`config.mk`:
```
export PLATFORM = sky130hd
export DESIGN_NAME = eas_status
export DESIGN_NICKNAME = d
export VERILOG_FILES = /design/src/logic/eas_pkg.sv /design/src/logic/eas_sync2.sv /design/src/logic/eas_latch_bit.sv /design/src/logic/eas_status.sv
export SDC_FILE = /design/constraint.sdc
export NUM_CORES = 1
export LEC_CHECK = 0
export BUFFER_PORTS_ARGS = -buffer_cell sky130_fd_sc_hd__buf_2
export CAP_MARGIN = 5
export CORE_MARGIN = 1
export CORE_UTILIZATION = 44
export CTS_BUF_LIST = sky130_fd_sc_hd__clkbuf_16
export CTS_CLUSTER_SIZE = 12
export DETAILED_ROUTE_END_ITERATION = 7
export PLACE_DENSITY = 0.83
export SLEW_MARGIN = 40
export SYNTH_ARGS = -nofsm -noshare
export SYNTH_HDL_FRONTEND = slang
export SYNTH_HIERARCHICAL = 1
export SYNTH_SLANG_ARGS = --single-unit
```
`constraint.sdc`:
```
create_clock -name REF_CLK -period 4.1 [get_ports REF_CLK]
set_clock_uncertainty 0.2 [all_clocks]
set_input_delay 0.205 -clock REF_CLK [delete_from_list [all_inputs] [get_ports REF_CLK]]
set_output_delay 0.205 -clock REF_CLK [all_outputs]
set_load 0.1 [all_outputs]
```
`src/logic/eas_pkg.sv`:
```
// package: register map, field positions and reset values of the status block
package eas_pkg;
   // =====================================================================
   // bus geometry
   localparam int EAS_ADDR_W = 10;
   localparam int EAS_DATA_W = 32;
   localparam int EAS_REG_W = 16;
   localparam int EAS_LANE_LO = 0;
   localparam int EAS_LANE_HI = 1;
   // =====================================================================
   // register map (byte addresses, word aligned)
   localparam logic [9:0] EAS_STATUS_OFS = 10'h0E4;
   localparam logic [9:0] EAS_CTRL_OFS = 10'h0E8;
   // =====================================================================
   // status field positions
   localparam int EAS_RSV15_BIT = 15;
   localparam int EAS_HW_EEE_BIT = 14;
   localparam int EAS_TX_LPI_LATCH_BIT = 13;
   localparam int EAS_TX_LPI_LIVE_BIT = 12;
   localparam int EAS_RX_LPI_LATCH_BIT = 11;
   localparam int EAS_RX_LPI_LIVE_BIT = 10;
   localparam int EAS_RSV9_BIT = 9;
   localparam int EAS_RSV8_BIT = 8;
   localparam int EAS_NP_LOC_ABLE_BIT = 6;
   localparam int EAS_NP_LOC_BIT = 5;
   localparam int EAS_PD_FAULT_BIT = 4;
   localparam int EAS_LP_NP_ABLE_BIT = 3;
   localparam int EAS_NP_ABLE_BIT = 2;
   localparam int EAS_PAGE_RX_BIT = 1;
   localparam int EAS_LP_AN_ABLE_BIT = 0;
   // =====================================================================
   // reset values
   localparam logic EAS_RSV15_RST = 1'h1;
   localparam logic [1:0] EAS_RSV98_RST = 2'h0;
   localparam logic EAS_NP_LOC_ABLE_RST = 1'h1;
   localparam logic EAS_NP_LOC_RST = 1'h1;
   localparam logic EAS_CTRL_FIBER_RST = 1'h0;
   localparam int EAS_CTRL_FIBER_BIT = 0;
   // =====================================================================
   // bus answer states
   typedef enum logic [1:0]
   {
      EAS_IDLE = 2'b00,
      EAS_ACK = 2'b01
   } eas_bus_state_t;
endpackage : eas_pkg

```
`src/logic/eas_sync2.sv`:
```
// two-flop synchroniser for one status input
`timescale 1ns/1ps
module eas_sync2
(
   input wire logic clk,
   input wire logic rst_b,
   input wire logic d,
   output logic q
);
   logic meta_ff;
   logic sync_ff;
   logic nxt_meta;
   logic nxt_sync;
   // =====================================================================
   // first stage read only by the second
   always_comb
   begin
      nxt_meta = d;
      nxt_sync = meta_ff;
   end
   always_ff @(posedge clk or negedge rst_b)
   begin
      if (!rst_b)
      begin
         meta_ff <= 1'h0;
         sync_ff <= 1'h0;
      end
      else
      begin
         meta_ff <= nxt_meta;
         sync_ff <= nxt_sync;
      end
   end
   assign q = sync_ff;
endmodule : eas_sync2

```
`src/logic/eas_latch_bit.sv`:
```
// sticky status bit: set wins over clear
`timescale 1ns/1ps
module eas_latch_bit
(
   input wire logic clk,
   input wire logic rst_b,
   input wire logic set,
   input wire logic clr,
   output logic q
);
   logic flag_ff;
   logic nxt_flag;
   // =====================================================================
   // event in the clearing cycle is kept
   always_comb
   begin
      nxt_flag = flag_ff;
      if (clr)
      begin
         nxt_flag = 1'h0;
      end
      if (set)
      begin
         nxt_flag = 1'h1;
      end
   end
   always_ff @(posedge clk or negedge rst_b)
   begin
      if (!rst_b)
      begin
         flag_ff <= 1'h0;
      end
      else
      begin
         flag_ff <= nxt_flag;
      end
   end
   assign q = flag_ff;
endmodule : eas_latch_bit

```
`src/logic/eas_status.sv`:
```
// eee and auto-negotiation expansion status register with avalon slave
//
// Chosen here: the Avalon-MM interface to the registers.
`timescale 1ns/1ps
module eas_status
   import eas_pkg::*;
(
   input wire logic REF_CLK,
   input wire logic RST_B,
   input wire logic [9:0] AVS_ADDRESS,
   input wire logic AVS_READ,
   input wire logic AVS_WRITE,
   input wire logic [31:0] AVS_WRITEDATA,
   input wire logic [3:0] AVS_BYTEENABLE,
   output logic [31:0] AVS_READDATA,
   output logic AVS_WAITREQUEST,
   input wire logic HW_EEE_EN,
   input wire logic TX_LPI,
   input wire logic RX_LPI,
   input wire logic PD_FAULT,
   input wire logic LP_NP_ABLE,
   input wire logic NP_ABLE,
   input wire logic PAGE_RX,
   input wire logic LP_AN_ABLE
);
   // =====================================================================
   // input synchronisation, one two-flop stage per status pin
   logic s_hw;
   logic s_tx;
   logic s_rx;
   logic s_pd;
   logic s_lpnp;
   logic s_np;
   logic s_pg;
   logic s_lpan;
   eas_sync2 u_sync_hw
   (
      .clk(REF_CLK),
      .rst_b(RST_B),
      .d(HW_EEE_EN),
      .q(s_hw)
   );
   eas_sync2 u_sync_tx
   (
      .clk(REF_CLK),
      .rst_b(RST_B),
      .d(TX_LPI),
      .q(s_tx)
   );
   eas_sync2 u_sync_rx
   (
      .clk(REF_CLK),
      .rst_b(RST_B),
      .d(RX_LPI),
      .q(s_rx)
   );
   eas_sync2 u_sync_pd
   (
      .clk(REF_CLK),
      .rst_b(RST_B),
      .d(PD_FAULT),
      .q(s_pd)
   );
   eas_sync2 u_sync_lpnp
   (
      .clk(REF_CLK),
      .rst_b(RST_B),
      .d(LP_NP_ABLE),
      .q(s_lpnp)
   );
   eas_sync2 u_sync_np
   (
      .clk(REF_CLK),
      .rst_b(RST_B),
      .d(NP_ABLE),
      .q(s_np)
   );
   eas_sync2 u_sync_pg
   (
      .clk(REF_CLK),
      .rst_b(RST_B),
      .d(PAGE_RX),
      .q(s_pg)
   );
   eas_sync2 u_sync_lpan
   (
      .clk(REF_CLK),
      .rst_b(RST_B),
      .d(LP_AN_ABLE),
      .q(s_lpan)
   );
   // =====================================================================
   // bus decode
   eas_bus_state_t state_ff;
   eas_bus_state_t nxt_state;
   logic [31:0] rdata_ff;
   logic [31:0] nxt_rdata;
   logic wait_ff;
   logic nxt_wait;
   logic fiber_ff;
   logic nxt_fiber;
   logic [31:0] rd_word;
   logic wr_ctrl;
   logic [15:0] status_word;
   logic take;
   logic hit_status;
   logic hit_ctrl;
   logic rd_status;
   logic wr_status;
   logic lo_be;
   logic hi_be;
   logic eee_ok;
   logic tx_latch;
   logic rx_latch;
   logic pd_latch;
   logic pg_latch;
   logic clr_tx;
   logic clr_rx;
   logic pg_prev_ff;
   logic nxt_pg_prev;
   assign take = (AVS_READ || AVS_WRITE) && (state_ff == EAS_IDLE);
   assign hit_status = (AVS_ADDRESS == EAS_STATUS_OFS);
   assign hit_ctrl = (AVS_ADDRESS == EAS_CTRL_OFS);
   assign rd_status = take && AVS_READ && hit_status;
   assign wr_status = take && AVS_WRITE && hit_status;
   assign wr_ctrl = take && AVS_WRITE && hit_ctrl;
   assign lo_be = AVS_BYTEENABLE[EAS_LANE_LO];
   assign hi_be = AVS_BYTEENABLE[EAS_LANE_HI];
   assign eee_ok = !fiber_ff;
   // =====================================================================
   // sticky flags
   // write one to clear, upper byte lane carries bits 13 and 11
   assign clr_tx = wr_status && hi_be &&
                   AVS_WRITEDATA[EAS_TX_LPI_LATCH_BIT];
   assign clr_rx = wr_status && hi_be &&
                   AVS_WRITEDATA[EAS_RX_LPI_LATCH_BIT];
   eas_latch_bit u_tx
   (
      .clk(REF_CLK),
      .rst_b(RST_B),
      .set(s_tx && eee_ok),
      .clr(clr_tx || fiber_ff),
      .q(tx_latch)
   );
   eas_latch_bit u_rx
   (
      .clk(REF_CLK),
      .rst_b(RST_B),
      .set(s_rx && eee_ok),
      .clr(clr_rx || fiber_ff),
      .q(rx_latch)
   );
   eas_latch_bit u_pd
   (
      .clk(REF_CLK),
      .rst_b(RST_B),
      .set(s_pd),
      .clr(rd_status),
      .q(pd_latch)
   );
   // page flag set on a rising edge of the page strobe, read clears it
   eas_latch_bit u_pg
   (
      .clk(REF_CLK),
      .rst_b(RST_B),
      .set(s_pg && !pg_prev_ff),
      .clr(rd_status),
      .q(pg_latch)
   );
   // =====================================================================
   // register image
   always_comb
   begin
      status_word = 16'h0000;
      // reserved bits are constants, so writes cannot reach them
      status_word[EAS_RSV15_BIT] = EAS_RSV15_RST;
      status_word[EAS_HW_EEE_BIT] = s_hw && eee_ok;
      status_word[EAS_TX_LPI_LATCH_BIT] = tx_latch;
      status_word[EAS_TX_LPI_LIVE_BIT] = s_tx && eee_ok;
      status_word[EAS_RX_LPI_LATCH_BIT] = rx_latch;
      status_word[EAS_RX_LPI_LIVE_BIT] = s_rx && eee_ok;
      status_word[EAS_RSV9_BIT] = EAS_RSV98_RST[1];
      status_word[EAS_RSV8_BIT] = EAS_RSV98_RST[0];
      status_word[EAS_NP_LOC_ABLE_BIT] = EAS_NP_LOC_ABLE_RST;
      status_word[EAS_NP_LOC_BIT] = EAS_NP_LOC_RST;
      status_word[EAS_PD_FAULT_BIT] = pd_latch;
      status_word[EAS_LP_NP_ABLE_BIT] = s_lpnp;
      status_word[EAS_NP_ABLE_BIT] = s_np;
      status_word[EAS_PAGE_RX_BIT] = pg_latch;
      status_word[EAS_LP_AN_ABLE_BIT] = s_lpan;
   end
   // =====================================================================
   // read mux, unmapped addresses read as zero
   always_comb
   begin
      rd_word = 32'h0000_0000;
      case (AVS_ADDRESS)
         EAS_STATUS_OFS:
         begin
            rd_word = {16'h0000, status_word};
         end
         EAS_CTRL_OFS:
         begin
            rd_word[EAS_CTRL_FIBER_BIT] = fiber_ff;
         end
         default:
         begin
            rd_word = 32'h0000_0000;
         end
      endcase
   end
   // =====================================================================
   // bus state and read data
   // one wait cycle keeps readdata registered and decoupled from the decode
   always_comb
   begin
      nxt_state = state_ff;
      nxt_rdata = rdata_ff;
      nxt_wait = 1'h1;
      case (state_ff)
         EAS_IDLE:
         begin
            if (take)
            begin
               nxt_state = EAS_ACK;
               nxt_wait = 1'h0;
               nxt_rdata = 32'h0000_0000;
               // writes leave read data at zero
               if (AVS_READ)
               begin
                  nxt_rdata = rd_word;
               end
            end
         end
         EAS_ACK:
         begin
            nxt_state = EAS_IDLE;
            nxt_wait = 1'h1;
         end
         default:
         begin
            nxt_state = EAS_IDLE;
         end
      endcase
   end
   always_ff @(posedge REF_CLK or negedge RST_B)
   begin
      if (!RST_B)
      begin
         state_ff <= EAS_IDLE;
         rdata_ff <= 32'h0000_0000;
         wait_ff <= 1'h1;
      end
      else
      begin
         state_ff <= nxt_state;
         rdata_ff <= nxt_rdata;
         wait_ff <= nxt_wait;
      end
   end
   // =====================================================================
   // mode control, lane 0 carries the fiber bit
   always_comb
   begin
      nxt_fiber = fiber_ff;
      if (wr_ctrl && lo_be)
      begin
         nxt_fiber = AVS_WRITEDATA[EAS_CTRL_FIBER_BIT];
      end
   end
   always_ff @(posedge REF_CLK or negedge RST_B)
   begin
      if (!RST_B)
      begin
         fiber_ff <= EAS_CTRL_FIBER_RST;
      end
      else
      begin
         fiber_ff <= nxt_fiber;
      end
   end
   // =====================================================================
   // page strobe edge detect, idle low so reset gives no false edge
   always_comb
   begin
      nxt_pg_prev = s_pg;
   end
   always_ff @(posedge REF_CLK or negedge RST_B)
   begin
      if (!RST_B)
      begin
         pg_prev_ff <= 1'h0;
      end
      else
      begin
         pg_prev_ff <= nxt_pg_prev;
      end
   end
   assign AVS_READDATA = rdata_ff;
   assign AVS_WAITREQUEST = wait_ff;
endmodule : eas_status

```
==> results of run 1 <==
## cell families after synthesis
kind of cell / synth area share, %
multiplexers: 0.813
other: 0.271
AND/OR/NAND/NOR: 9.76
flip-flops: 63.3
AO/OA/AOI/OAI: 10.8
buffers and inverters: 15.1
## repair_timing
| item | CTS | global route |
|---|---|---|
| hold buffers | 10 | 0 |
| buffers inserted | 0 | 0 |
| endpoints found under the hold margin | 43 | 0 |
## per-stage QoR
stage	hold WS, ps	setup WS [ps]	instance area [µm²]	total power, µW	util (%)
3_5_place_dp	104	2360	1530	488	53.2
3_3_place_gp	83.0	2370	1530	484	53.1
2_1_floorplan	-291	2340	1450	478	-
4_1_cts	18.4	2340	1770	839	61.4
6_report	20.8	2330	1770	831	61.5
5_1_grt	21.8	2210	1770	862	61.5
## routing by layer
metal	wire length (µm)	share of wire, %	global-route usage [%]	up-vias
met4	41	1.7	6.80	0
met1	969	41	18.8	439
met5	0	0	0	-
met3	141	5.9	6.92	4
li1	-	-	-	423
met2	1240	52	29.2	49
## critical path: stages (launching register included)
cell and delay, ps:
dfrtp_1 400, nor4b_4 250, and3_1 400, a31o_2 220, inv_1 40, a21o_1 140
## synth_stat cells
library cell	count
dfrtp_1	34
buf_4	21
inv_1	8
a32o_1	7
nand2_1	5
a21o_1	4
nand2b_1	3
nor2b_1	3
o21ai_0	3
a31o_2	2
and3_1	2
buf_2	2
nand4_1	2
a22o_1	1
and2_1	1
and3b_1	1
and4b_1	1
buf_6	1
conb_1	1
dfstp_2	1
mux2_2	1
nor3_1	1
nor4b_4	1
o21bai_1	1
## report_power, final
part / internal [µW] / switching, µW
clock network: 218 / 123
registers: 358 / 4.05
logic: 21.5 / 107
## layout make-up
class | instances | area share (%)
Sequential cell | 35 | 49.6
Multi-Input combinational cell | 58 | 20.9
Timing Repair Buffer | 50 | 17.1
Clock buffer | 5 | 7.07
Tap cell | 42 | 2.97
Inverter | 8 | 1.70
Clock inverter | 3 | 0.636
## placed cells by master, fill, tap and decap left out
cell,count
o21bai_2,1
buf_2,39
nor2b_1,3
dfstp_2,1
a21o_1,4
nand4_1,2
a32o_1,7
and4b_1,1
and3b_1,1
nor3_1,1
dlygate4sd3_1,10
nand2b_1,3
clkbuf_16,5
o21ai_0,3
inv_1,9
dfrtp_1,34
buf_4,1
and2_1,1
a31o_2,2
conb_1,19
nand2_1,5
clkinv_1,2
mux2_2,1
and3_1,2
nor4b_4,1
a22o_1,1
## how the worst max path moves through the flow
stage | start | to | slack (ps)
after global routing | state_ff[0]$_DFFE_PN0P_ | u_tx/q$_DFFE_PN0P_ | 2210
after floorplan | AVS_READDATA[6]$_DFFE_PN0P_ | AVS_READDATA[15] | 2340
after detailed placement | state_ff[0]$_DFFE_PN0P_ | u_rx/q$_DFFE_PN0P_ | 2360
after global placement | state_ff[0]$_DFFE_PN0P_ | u_rx/q$_DFFE_PN0P_ | 2370
after CTS | state_ff[0]$_DFFE_PN0P_ | u_rx/q$_DFFE_PN0P_ | 2340
final | state_ff[0]$_DFFE_PN0P_ | u_rx/q$_DFFE_PN0P_ | 2330
==> impl_metrics.tcl, run 1 <==
set metrics [dict create \
    synth_top_cell_by_area "dfrtp_1" \
    worstMarginPinSlew_ps 528 \
    syn2layout_area_growth_pct 27.7 \
    final.setup.tns_ps 0 \
    initial_core_util_pct 48.2 \
    ir_worst_vdd_mv 0.333 \
    p_per_area_nw_per_um2 470 \
    slew_violations 0 \
    n_fill_cell 231 \
    cts_buffers 5 \
    yosys_warnings 6 \
    die_x_um 58.1 \
    antenna_found_initial 0 \
    io_buffers 40 \
    cts_resized 0 \
    ys_types 24 \
    largest_reg_flops 11 \
    nNetsFinal 216 \
    worstReg2RegStart "state_ff[0]$_DFFE_PN0P_" \
    dp.cells 183 \
    worst_ep_required_time_ps 4060 \
    num_io_pins 91 \
    fin_crit_sh_pct 43.2 \
    crit_fanout 9 \
    ys_top_cells_by_area "dfrtp_1 61%, buf_4 11%, a32o_1 5.1%" \
    hold_path_end "AVS_READDATA[0]$_DFFE_PN0P_" \
    dr.pass1.iters 4 \
    drive_gt1_share_pct 32.1 \
    synth_area_um2 1390 \
    max_slew_margin_pct 64.8 \
    critPathKind "reg -> reg" \
    setup_viol 0 \
    clock.fmax_mhz 564 \
    arrival_ps 1740 \
    vias 915 \
    power.leakage_uw 0.000914 \
    synth.yosys.seq_area_share_pct 63.3 \
    ff2ff_path_depth 5 \
    clockBufferDepth 2 \
    post_drt_wl_per_cell_um 11.9 \
    cts_sinks 35 \
    overflow 0 \
    antenna_left 0 \
    cts_tree "yes" \
    coreArea_um2 2880 \
    multi_input_area_um2 370 \
    outcome "finished clean" \
    fin_crit_ps 1770 \
    drc 0 \
    gp_congestion 0.776 \
    syn-instance-count 107 \
    grt_max_degree 36 \
    reg2reg_slack_ps 2330 \
    routed_wl_um 2390 \
    synth.avg_cell_area_um2 12.9 \
    clk_pin_slew_worst_paths_ps 50 \
    synth_top_area_share_pct 61.4 \
    grt_usage_pct 17.0 \
    avgViaCountPerCell 4.55 \
    grt_pass1_wl_um 4110 \
    clockRootBuffer "clkbuf_16" \
    seqCellArea_um2 877 \
    final_cell_count_no_fill 201 \
    die_h_um 58.1 \
    synth-seq-cells 35 \
    placementRows 19 \
    clk-insertion-delay-late_ps 270 \
    start_kind "register" \
    cts_max_level 2 \
    grt_setup_unrepaired "no" \
    n_antenna_cell 0 \
    hp-class "in -> reg" \
    min_from "AVS_READ" \
    r2r_end "u_rx/q$_DFFE_PN0P_" \
    first_iter_violations 8 \
    min_path_cells 2 \
    endpoint_kind "register" \
    maxCapViolations 0 \
    hpwl_um 1650 \
    grt_pass1_vias 947 \
    die_area_um2 3380 \
    finalHoldViolations 0 \
]
(Power assumes the default switching activity.)
==> run 2: changes to the inputs <==
--- a/config.mk
+++ b/config.mk
@@ -8,11 +8,11 @@
 export BUFFER_PORTS_ARGS = -buffer_cell sky130_fd_sc_hd__buf_2
 export CAP_MARGIN = 5
 export CORE_MARGIN = 1
-export CORE_UTILIZATION = 44
+export CORE_UTILIZATION = 37
 export CTS_BUF_LIST = sky130_fd_sc_hd__clkbuf_16
 export CTS_CLUSTER_SIZE = 12
 export DETAILED_ROUTE_END_ITERATION = 7
-export PLACE_DENSITY = 0.83
+export PLACE_DENSITY = 0.75
 export SLEW_MARGIN = 40
 export SYNTH_ARGS = -nofsm -noshare
 export SYNTH_HDL_FRONTEND = slang
==> constraint.sdc (replaced) <==
create_clock -name REF_CLK -period 1.6 [get_ports REF_CLK]
set_clock_uncertainty 0.2 [all_clocks]
set_input_delay 0.08 -clock REF_CLK [delete_from_list [all_inputs] [get_ports REF_CLK]]
set_output_delay 0.08 -clock REF_CLK [all_outputs]
set_load 0.1 [all_outputs]
==> impl_metrics.tcl, run 2 (synthesis results as in run 1) <==
set metrics [dict create \
    outcome "finished clean" \
    wl_met3_um 193 \
    intPower_uw 1540 \
    grt_pass1_vias 981 \
    gp_congestion 0.850 \
    cts_tree "yes" \
    hpwl_um 1780 \
    die_h_um 63.2 \
    ff2ff_path_depth 5 \
    crit_buf_inv 1 \
    cp-startpoint "state_ff[0]$_DFFE_PN0P_" \
    n_fill_cell 302 \
    max_slew_margin_pct 62.0 \
    power_uw 2150 \
    drive_gt1_share_pct 34.9 \
    n_antenna_cell 0 \
    fin_crit_sh_pct 97.5 \
    crit_fanout 4 \
    antenna_found_initial 0 \
    io_buffers 40 \
    slew_violations 0 \
    overflow 0 \
    worst_ep_required_time_ps 1560 \
    finalHoldViolations 0 \
    drc 0 \
    placementRows 21 \
    first_iter_violations 19 \
    layout_common_cells "40 x buf_2, 33 x dfrtp_1, 19 x conb_1, 12 x dlygate4sd3_1, 9 x inv_1" \
    routed_wl_um 2650 \
    fin_crit_ps 1560 \
    power_frac_clock_pct 40.8 \
    endpoint_kind "register" \
    grt_pass1_wl_um 4590 \
    grt_usage_pct 15.7 \
    start_kind "register" \
    cts_sinks 35 \
    power.leakage_uw 0.000947 \
    drt-met1-wl_um 1040 \
    arrival_ps 1520 \
    setup_viol 0 \
    clk-insertion-delay-late_ps 270 \
    seqCellArea_um2 878 \
    num_io_pins 91 \
    critical_path_cell_count 5 \
    die_area_um2 3990 \
    vias 959 \
    cpPeakStageDelay_ps 400 \
    final_common_cell "buf_2" \
    crit_slowest_cell "dfrtp_1" \
    p_per_area_nw_per_um2 1160 \
    avgViaCountPerCell 4.52 \
    clockRootBuffer "clkbuf_16" \
    coreArea_um2 3470 \
    wl_met2_um 1320 \
    netSwitchingFraction_pct 28.2 \
    crit_family "simple AND/OR/NAND/NOR gates" \
    reg2reg_slack_ps 40 \
    post_drt_wl_per_cell_um 12.5 \
    multi_input_area_um2 375 \
    clockBufferDepth 2 \
    cts_max_level 2 \
    syn2layout_area_growth_pct 33.4 \
    grt_setup_unrepaired "yes" \
    utilization_pct 53.3 \
    clk_pin_slew_worst_paths_ps 50 \
    largest_reg_flops 11 \
    initial_core_util_pct 39.9 \
    critPathKind "reg -> reg" \
    crit_path_cell_trace "nor4b_4 -> and3_4 -> a31o_2 -> inv_1 -> a21o_1" \
    power_frac_seq_pct 43.2 \
    worstMarginPinSlew_ps 570 \
    maxCapViolations 0 \
    dr.pass1.iters 6 \
    r2r_end "u_tx/q$_DFFE_PN0P_" \
    hp-class "in -> reg" \
    nNetsFinal 223 \
    endpoint "u_tx/q$_DFFE_PN0P_" \
    setup_ws_ps 40.6 \
    grt_max_degree 23 \
    p_comb_share_pct 16.0 \
    clock.fmax_mhz 641 \
    ir_worst_vdd_mv 0.913 \
    dp.cells 191 \
    die_x_um 63.2 \
    top_layer "met4" \
    worstReg2RegStart "state_ff[0]$_DFFE_PN0P_" \
    p_sw_uw 607 \
    final_cell_count_no_fill 212 \
    antenna_left 0 \
    pre_cts_ws_ps 24.2 \
    cts_buffers 5 \
]
run 2: cell count changes in the layout (fill, tap and decap cells not counted):
cell	previous run	this run
and3_1	2	1
and3_4	0	1
buf_12	0	1
buf_2	39	40
buf_4	1	4
dfrtp_1	34	33
dfrtp_2	0	1
dlygate4sd3_1	10	12
run 2: tightest hold or removal path, delay by kind of cell:
family	cells	cell delay (ps)
buf+inv	2	120
compound gates	2	270
run 2: what timing repair did:
action | in CTS | in global routing
gates resized for setup | 0 | 2
setup endpoints to repair | 0 | 7
setup buffers | 0 | 1
hold endpoints to repair | 46 | 0
hold buffers | 12 | 0
run 2: cell type report:
class | instances | share of cell area, %
repair buffers | 57 | 20.0
multi-input cells | 58 | 20.3
well taps | 46 | 3.11
inverters | 8 | 1.62
clock inverters | 3 | 0.609
clock buffers | 5 | 6.77
flip-flops and latches | 35 | 47.5
run 2: worst min-delay path by stage:
stage	startpoint	to	slack, ps	cells after the start
detailed placement	RST_B	u_sync_pd/q$_DFF_PN0_	-190	1
global placement	RST_B	u_sync_pd/q$_DFF_PN0_	-210	1
floorplan	RST_B	AVS_READDATA[0]$_DFFE_PN0P_	-420	0
global route	AVS_WRITEDATA[13]	u_tx/q$_DFFE_PN0P_	50	4
finish	AVS_WRITEDATA[11]	u_rx/q$_DFFE_PN0P_	30	4
CTS	AVS_ADDRESS[4]	fiber_ff$_DFFE_PN0P_	20	4
run 2: metal layers:
layer,up-vias,global-route usage (%)
met1,449,17.1
met5,-,0
met2,60,25.9
li1,440,-
met3,10,6.34
met4,0,8.81
run 2: stage by stage:
step / setup TNS (ps) / instance area, µm² / hold WS, ps
global route: -37.5 / 1850 / 45.1
finish: 0 / 1850 / 28.9
detailed placement: 0 / 1580 / -193
global placement: 0 / 1580 / -206
CTS: 0 / 1840 / 19.9
floorplan: 0 / 1450 / -416
run 2: power by group through the flow:
stage	Sequential [µW]	Combinational [µW]	Clock, µW
floorplan	964	260	0
global placement	941	309	0
detailed placement	942	316	0
CTS	928	339	893
global route	930	361	956
finish	928	343	878
==> run 3: changes to the inputs <==
--- a/config.mk
+++ b/config.mk
@@ -8,11 +8,11 @@
 export BUFFER_PORTS_ARGS = -buffer_cell sky130_fd_sc_hd__buf_2
 export CAP_MARGIN = 5
 export CORE_MARGIN = 1
-export CORE_UTILIZATION = 37
-export CTS_BUF_LIST = sky130_fd_sc_hd__clkbuf_16
+export CORE_UTILIZATION = 39
+export CTS_BUF_LIST = sky130_fd_sc_hd__clkbuf_2 sky130_fd_sc_hd__clkbuf_4 sky130_fd_sc_hd__clkbuf_8
 export CTS_CLUSTER_SIZE = 12
 export DETAILED_ROUTE_END_ITERATION = 7
-export PLACE_DENSITY = 0.75
+export PLACE_DENSITY = 0.78
 export SLEW_MARGIN = 40
 export SYNTH_ARGS = -nofsm -noshare
 export SYNTH_HDL_FRONTEND = slang
==> impl_metrics.tcl, run 3 (synthesis results as in run 1) <==
set metrics [dict create \
    outcome "complete, but fails checks" \
    violations "hold timing" \
    max_slew_margin_pct 63.2 \
    clockBufferDepth 2 \
    p_per_area_nw_per_um2 1040 \
    placementRows 21 \
    antenna_found_initial 0 \
    post_drt_wl_per_cell_um 11.3 \
    overflow 0 \
    syn2layout_area_growth_pct 32.2 \
    gp_congestion 0.707 \
    cts_buffers 5 \
    drc 0 \
    hp-class "in -> async" \
    grt_pass1_wl_um 3830 \
    fin_crit_ps 1580 \
    largest_reg_flops 11 \
    worst_ep_required_time_ps 1620 \
    crit_fanout 3 \
    crit_buf_inv 1 \
    crit_slowest_cell "dfrtp_1" \
    vias 926 \
    cts_sinks 35 \
    p_comb_share_pct 18.3 \
    arrival_ps 1600 \
    finalHoldViolations 6 \
    slew_violations 0 \
    clk_pin_slew_worst_paths_ps 100 \
    nNetsFinal 226 \
    layout_common_cells "40 x buf_2, 33 x dfrtp_1, 19 x conb_1, 16 x dlygate4sd3_1, 8 x inv_1" \
    avgViaCountPerCell 4.31 \
    grt_setup_unrepaired "yes" \
    intPower_uw 1350 \
    initial_core_util_pct 41.2 \
    die_x_um 61.6 \
    critPathKind "reg -> reg" \
    die_h_um 61.6 \
    setup_viol 0 \
    fin_crit_sh_pct 98.5 \
    maxCapViolations 0 \
    power_frac_seq_pct 48.4 \
    cts_tree "yes" \
    final_common_cell "buf_2" \
    num_io_pins 91 \
    pre_cts_ws_ps 22.1 \
    grt_usage_pct 14.6 \
    antenna_left 0 \
    drive_gt1_share_pct 36.1 \
    placed_cell_area_um2 1570 \
    grt_max_degree 19 \
    clk-insertion-delay-late_ps 330 \
    routed_wl_um 2440 \
    crit_family "simple AND/OR/NAND/NOR gates" \
    power_frac_clock_pct 33.3 \
    power.leakage_uw 0.000936 \
    endpoint_kind "register" \
    first_iter_violations 6 \
    clock.fmax_mhz 635 \
    n_antenna_cell 0 \
    cts_max_level 2 \
    clockRootBuffer "clkbuf_4" \
    crit_path_cell_trace "nor4b_4 -> and3_4 -> a31o_2 -> inv_1 -> a21o_1" \
    netSwitchingFraction_pct 29.2 \
    hpwl_um 1730 \
    setup_ws_ps 24.6 \
    grt_pass1_vias 894 \
    final.setup.tns_ps 0 \
    start_kind "register" \
    p_sw_uw 557 \
    cpPeakStageDelay_ps 420 \
    power_uw 1910 \
    io_buffers 40 \
    whs_ps -2.13 \
    fin_area_um2 1830 \
    dr.pass1.iters 4 \
    ir_worst_vdd_mv 0.627 \
    worstMarginPinSlew_ps 551 \
    coreArea_um2 3360 \
    die_area_um2 3790 \
]
run 3: per-stage QoR:
step,std cells,utilization (%)
6_report,215,54.5
5_1_grt,215,54.5
4_1_cts,214,54.1
3_5_place_dp,190,46.7
3_3_place_gp,190,46.6
2_1_floorplan,125,-
run 3: worst reg2reg max path, stage by stage (launching register included):
cell and delay [ps]:
dfrtp_1 420, nor4b_4 280, and3_4 260, a31o_2 150
inv_1 30, a21o_1 140
run 3: final cells by class:
| cell class | instances | area (µm²) |
|---|---|---|
| fillers | 291 | 1530 |
| flip-flops and latches | 35 | 878 |
| repair buffers | 60 | 403 |
| multi-input cells | 58 | 380 |
| well taps | 46 | 57.6 |
| clock buffers | 7 | 52.6 |
| clock inverters | 1 | 30.0 |
| inverters | 8 | 30.0 |
run 3: per-layer routing:
layer	vias up	share of wire, %	global-route usage, %
met5	-	0	0
met4	0	0	10.5
met3	0	7.1	3.36
met2	46	52	25.7
met1	433	41	15.4
li1	447	-	-
run 3: worst paths after layout:
kind                                        startpoint                       endpoint  slack (ps)  cells past startpoint
setup / recovery               state_ff[0]$_DFFE_PN0P_             u_rx/q$_DFFE_PN0P_          20                      5
hold / removal                                   RST_B          u_sync_np/q$_DFF_PN0_          -2                      2
setup reg to reg               state_ff[0]$_DFFE_PN0P_             u_rx/q$_DFFE_PN0P_          20                      5
hold reg to reg            u_sync_rx/meta_ff$_DFF_PN0_          u_sync_rx/q$_DFF_PN0_         150                      0
max in group asynchronous                        RST_B  u_sync_lpan/meta_ff$_DFF_PN0_         760                      3
min in group REF_CLK                    AVS_ADDRESS[1]           fiber_ff$_DFFE_PN0P_           0                      4
run 3: what timing repair did:
action / in CTS / in global routing
hold buffers: 16 / 0
hold endpoints to repair: 49 / 0
resized for setup: 1 / 1
setup buffers: 0 / 1
setup endpoints to repair: 1 / 7
run 3: power by group through the flow:
stage | clock network, µW | registers (µW) | logic, µW
2_1_floorplan | 0 | 964 | 260
3_3_place_gp | 0 | 941 | 308
3_5_place_dp | 0 | 941 | 314
4_1_cts | 652 | 924 | 344
5_1_grt | 687 | 927 | 370
6_report | 636 | 924 | 349
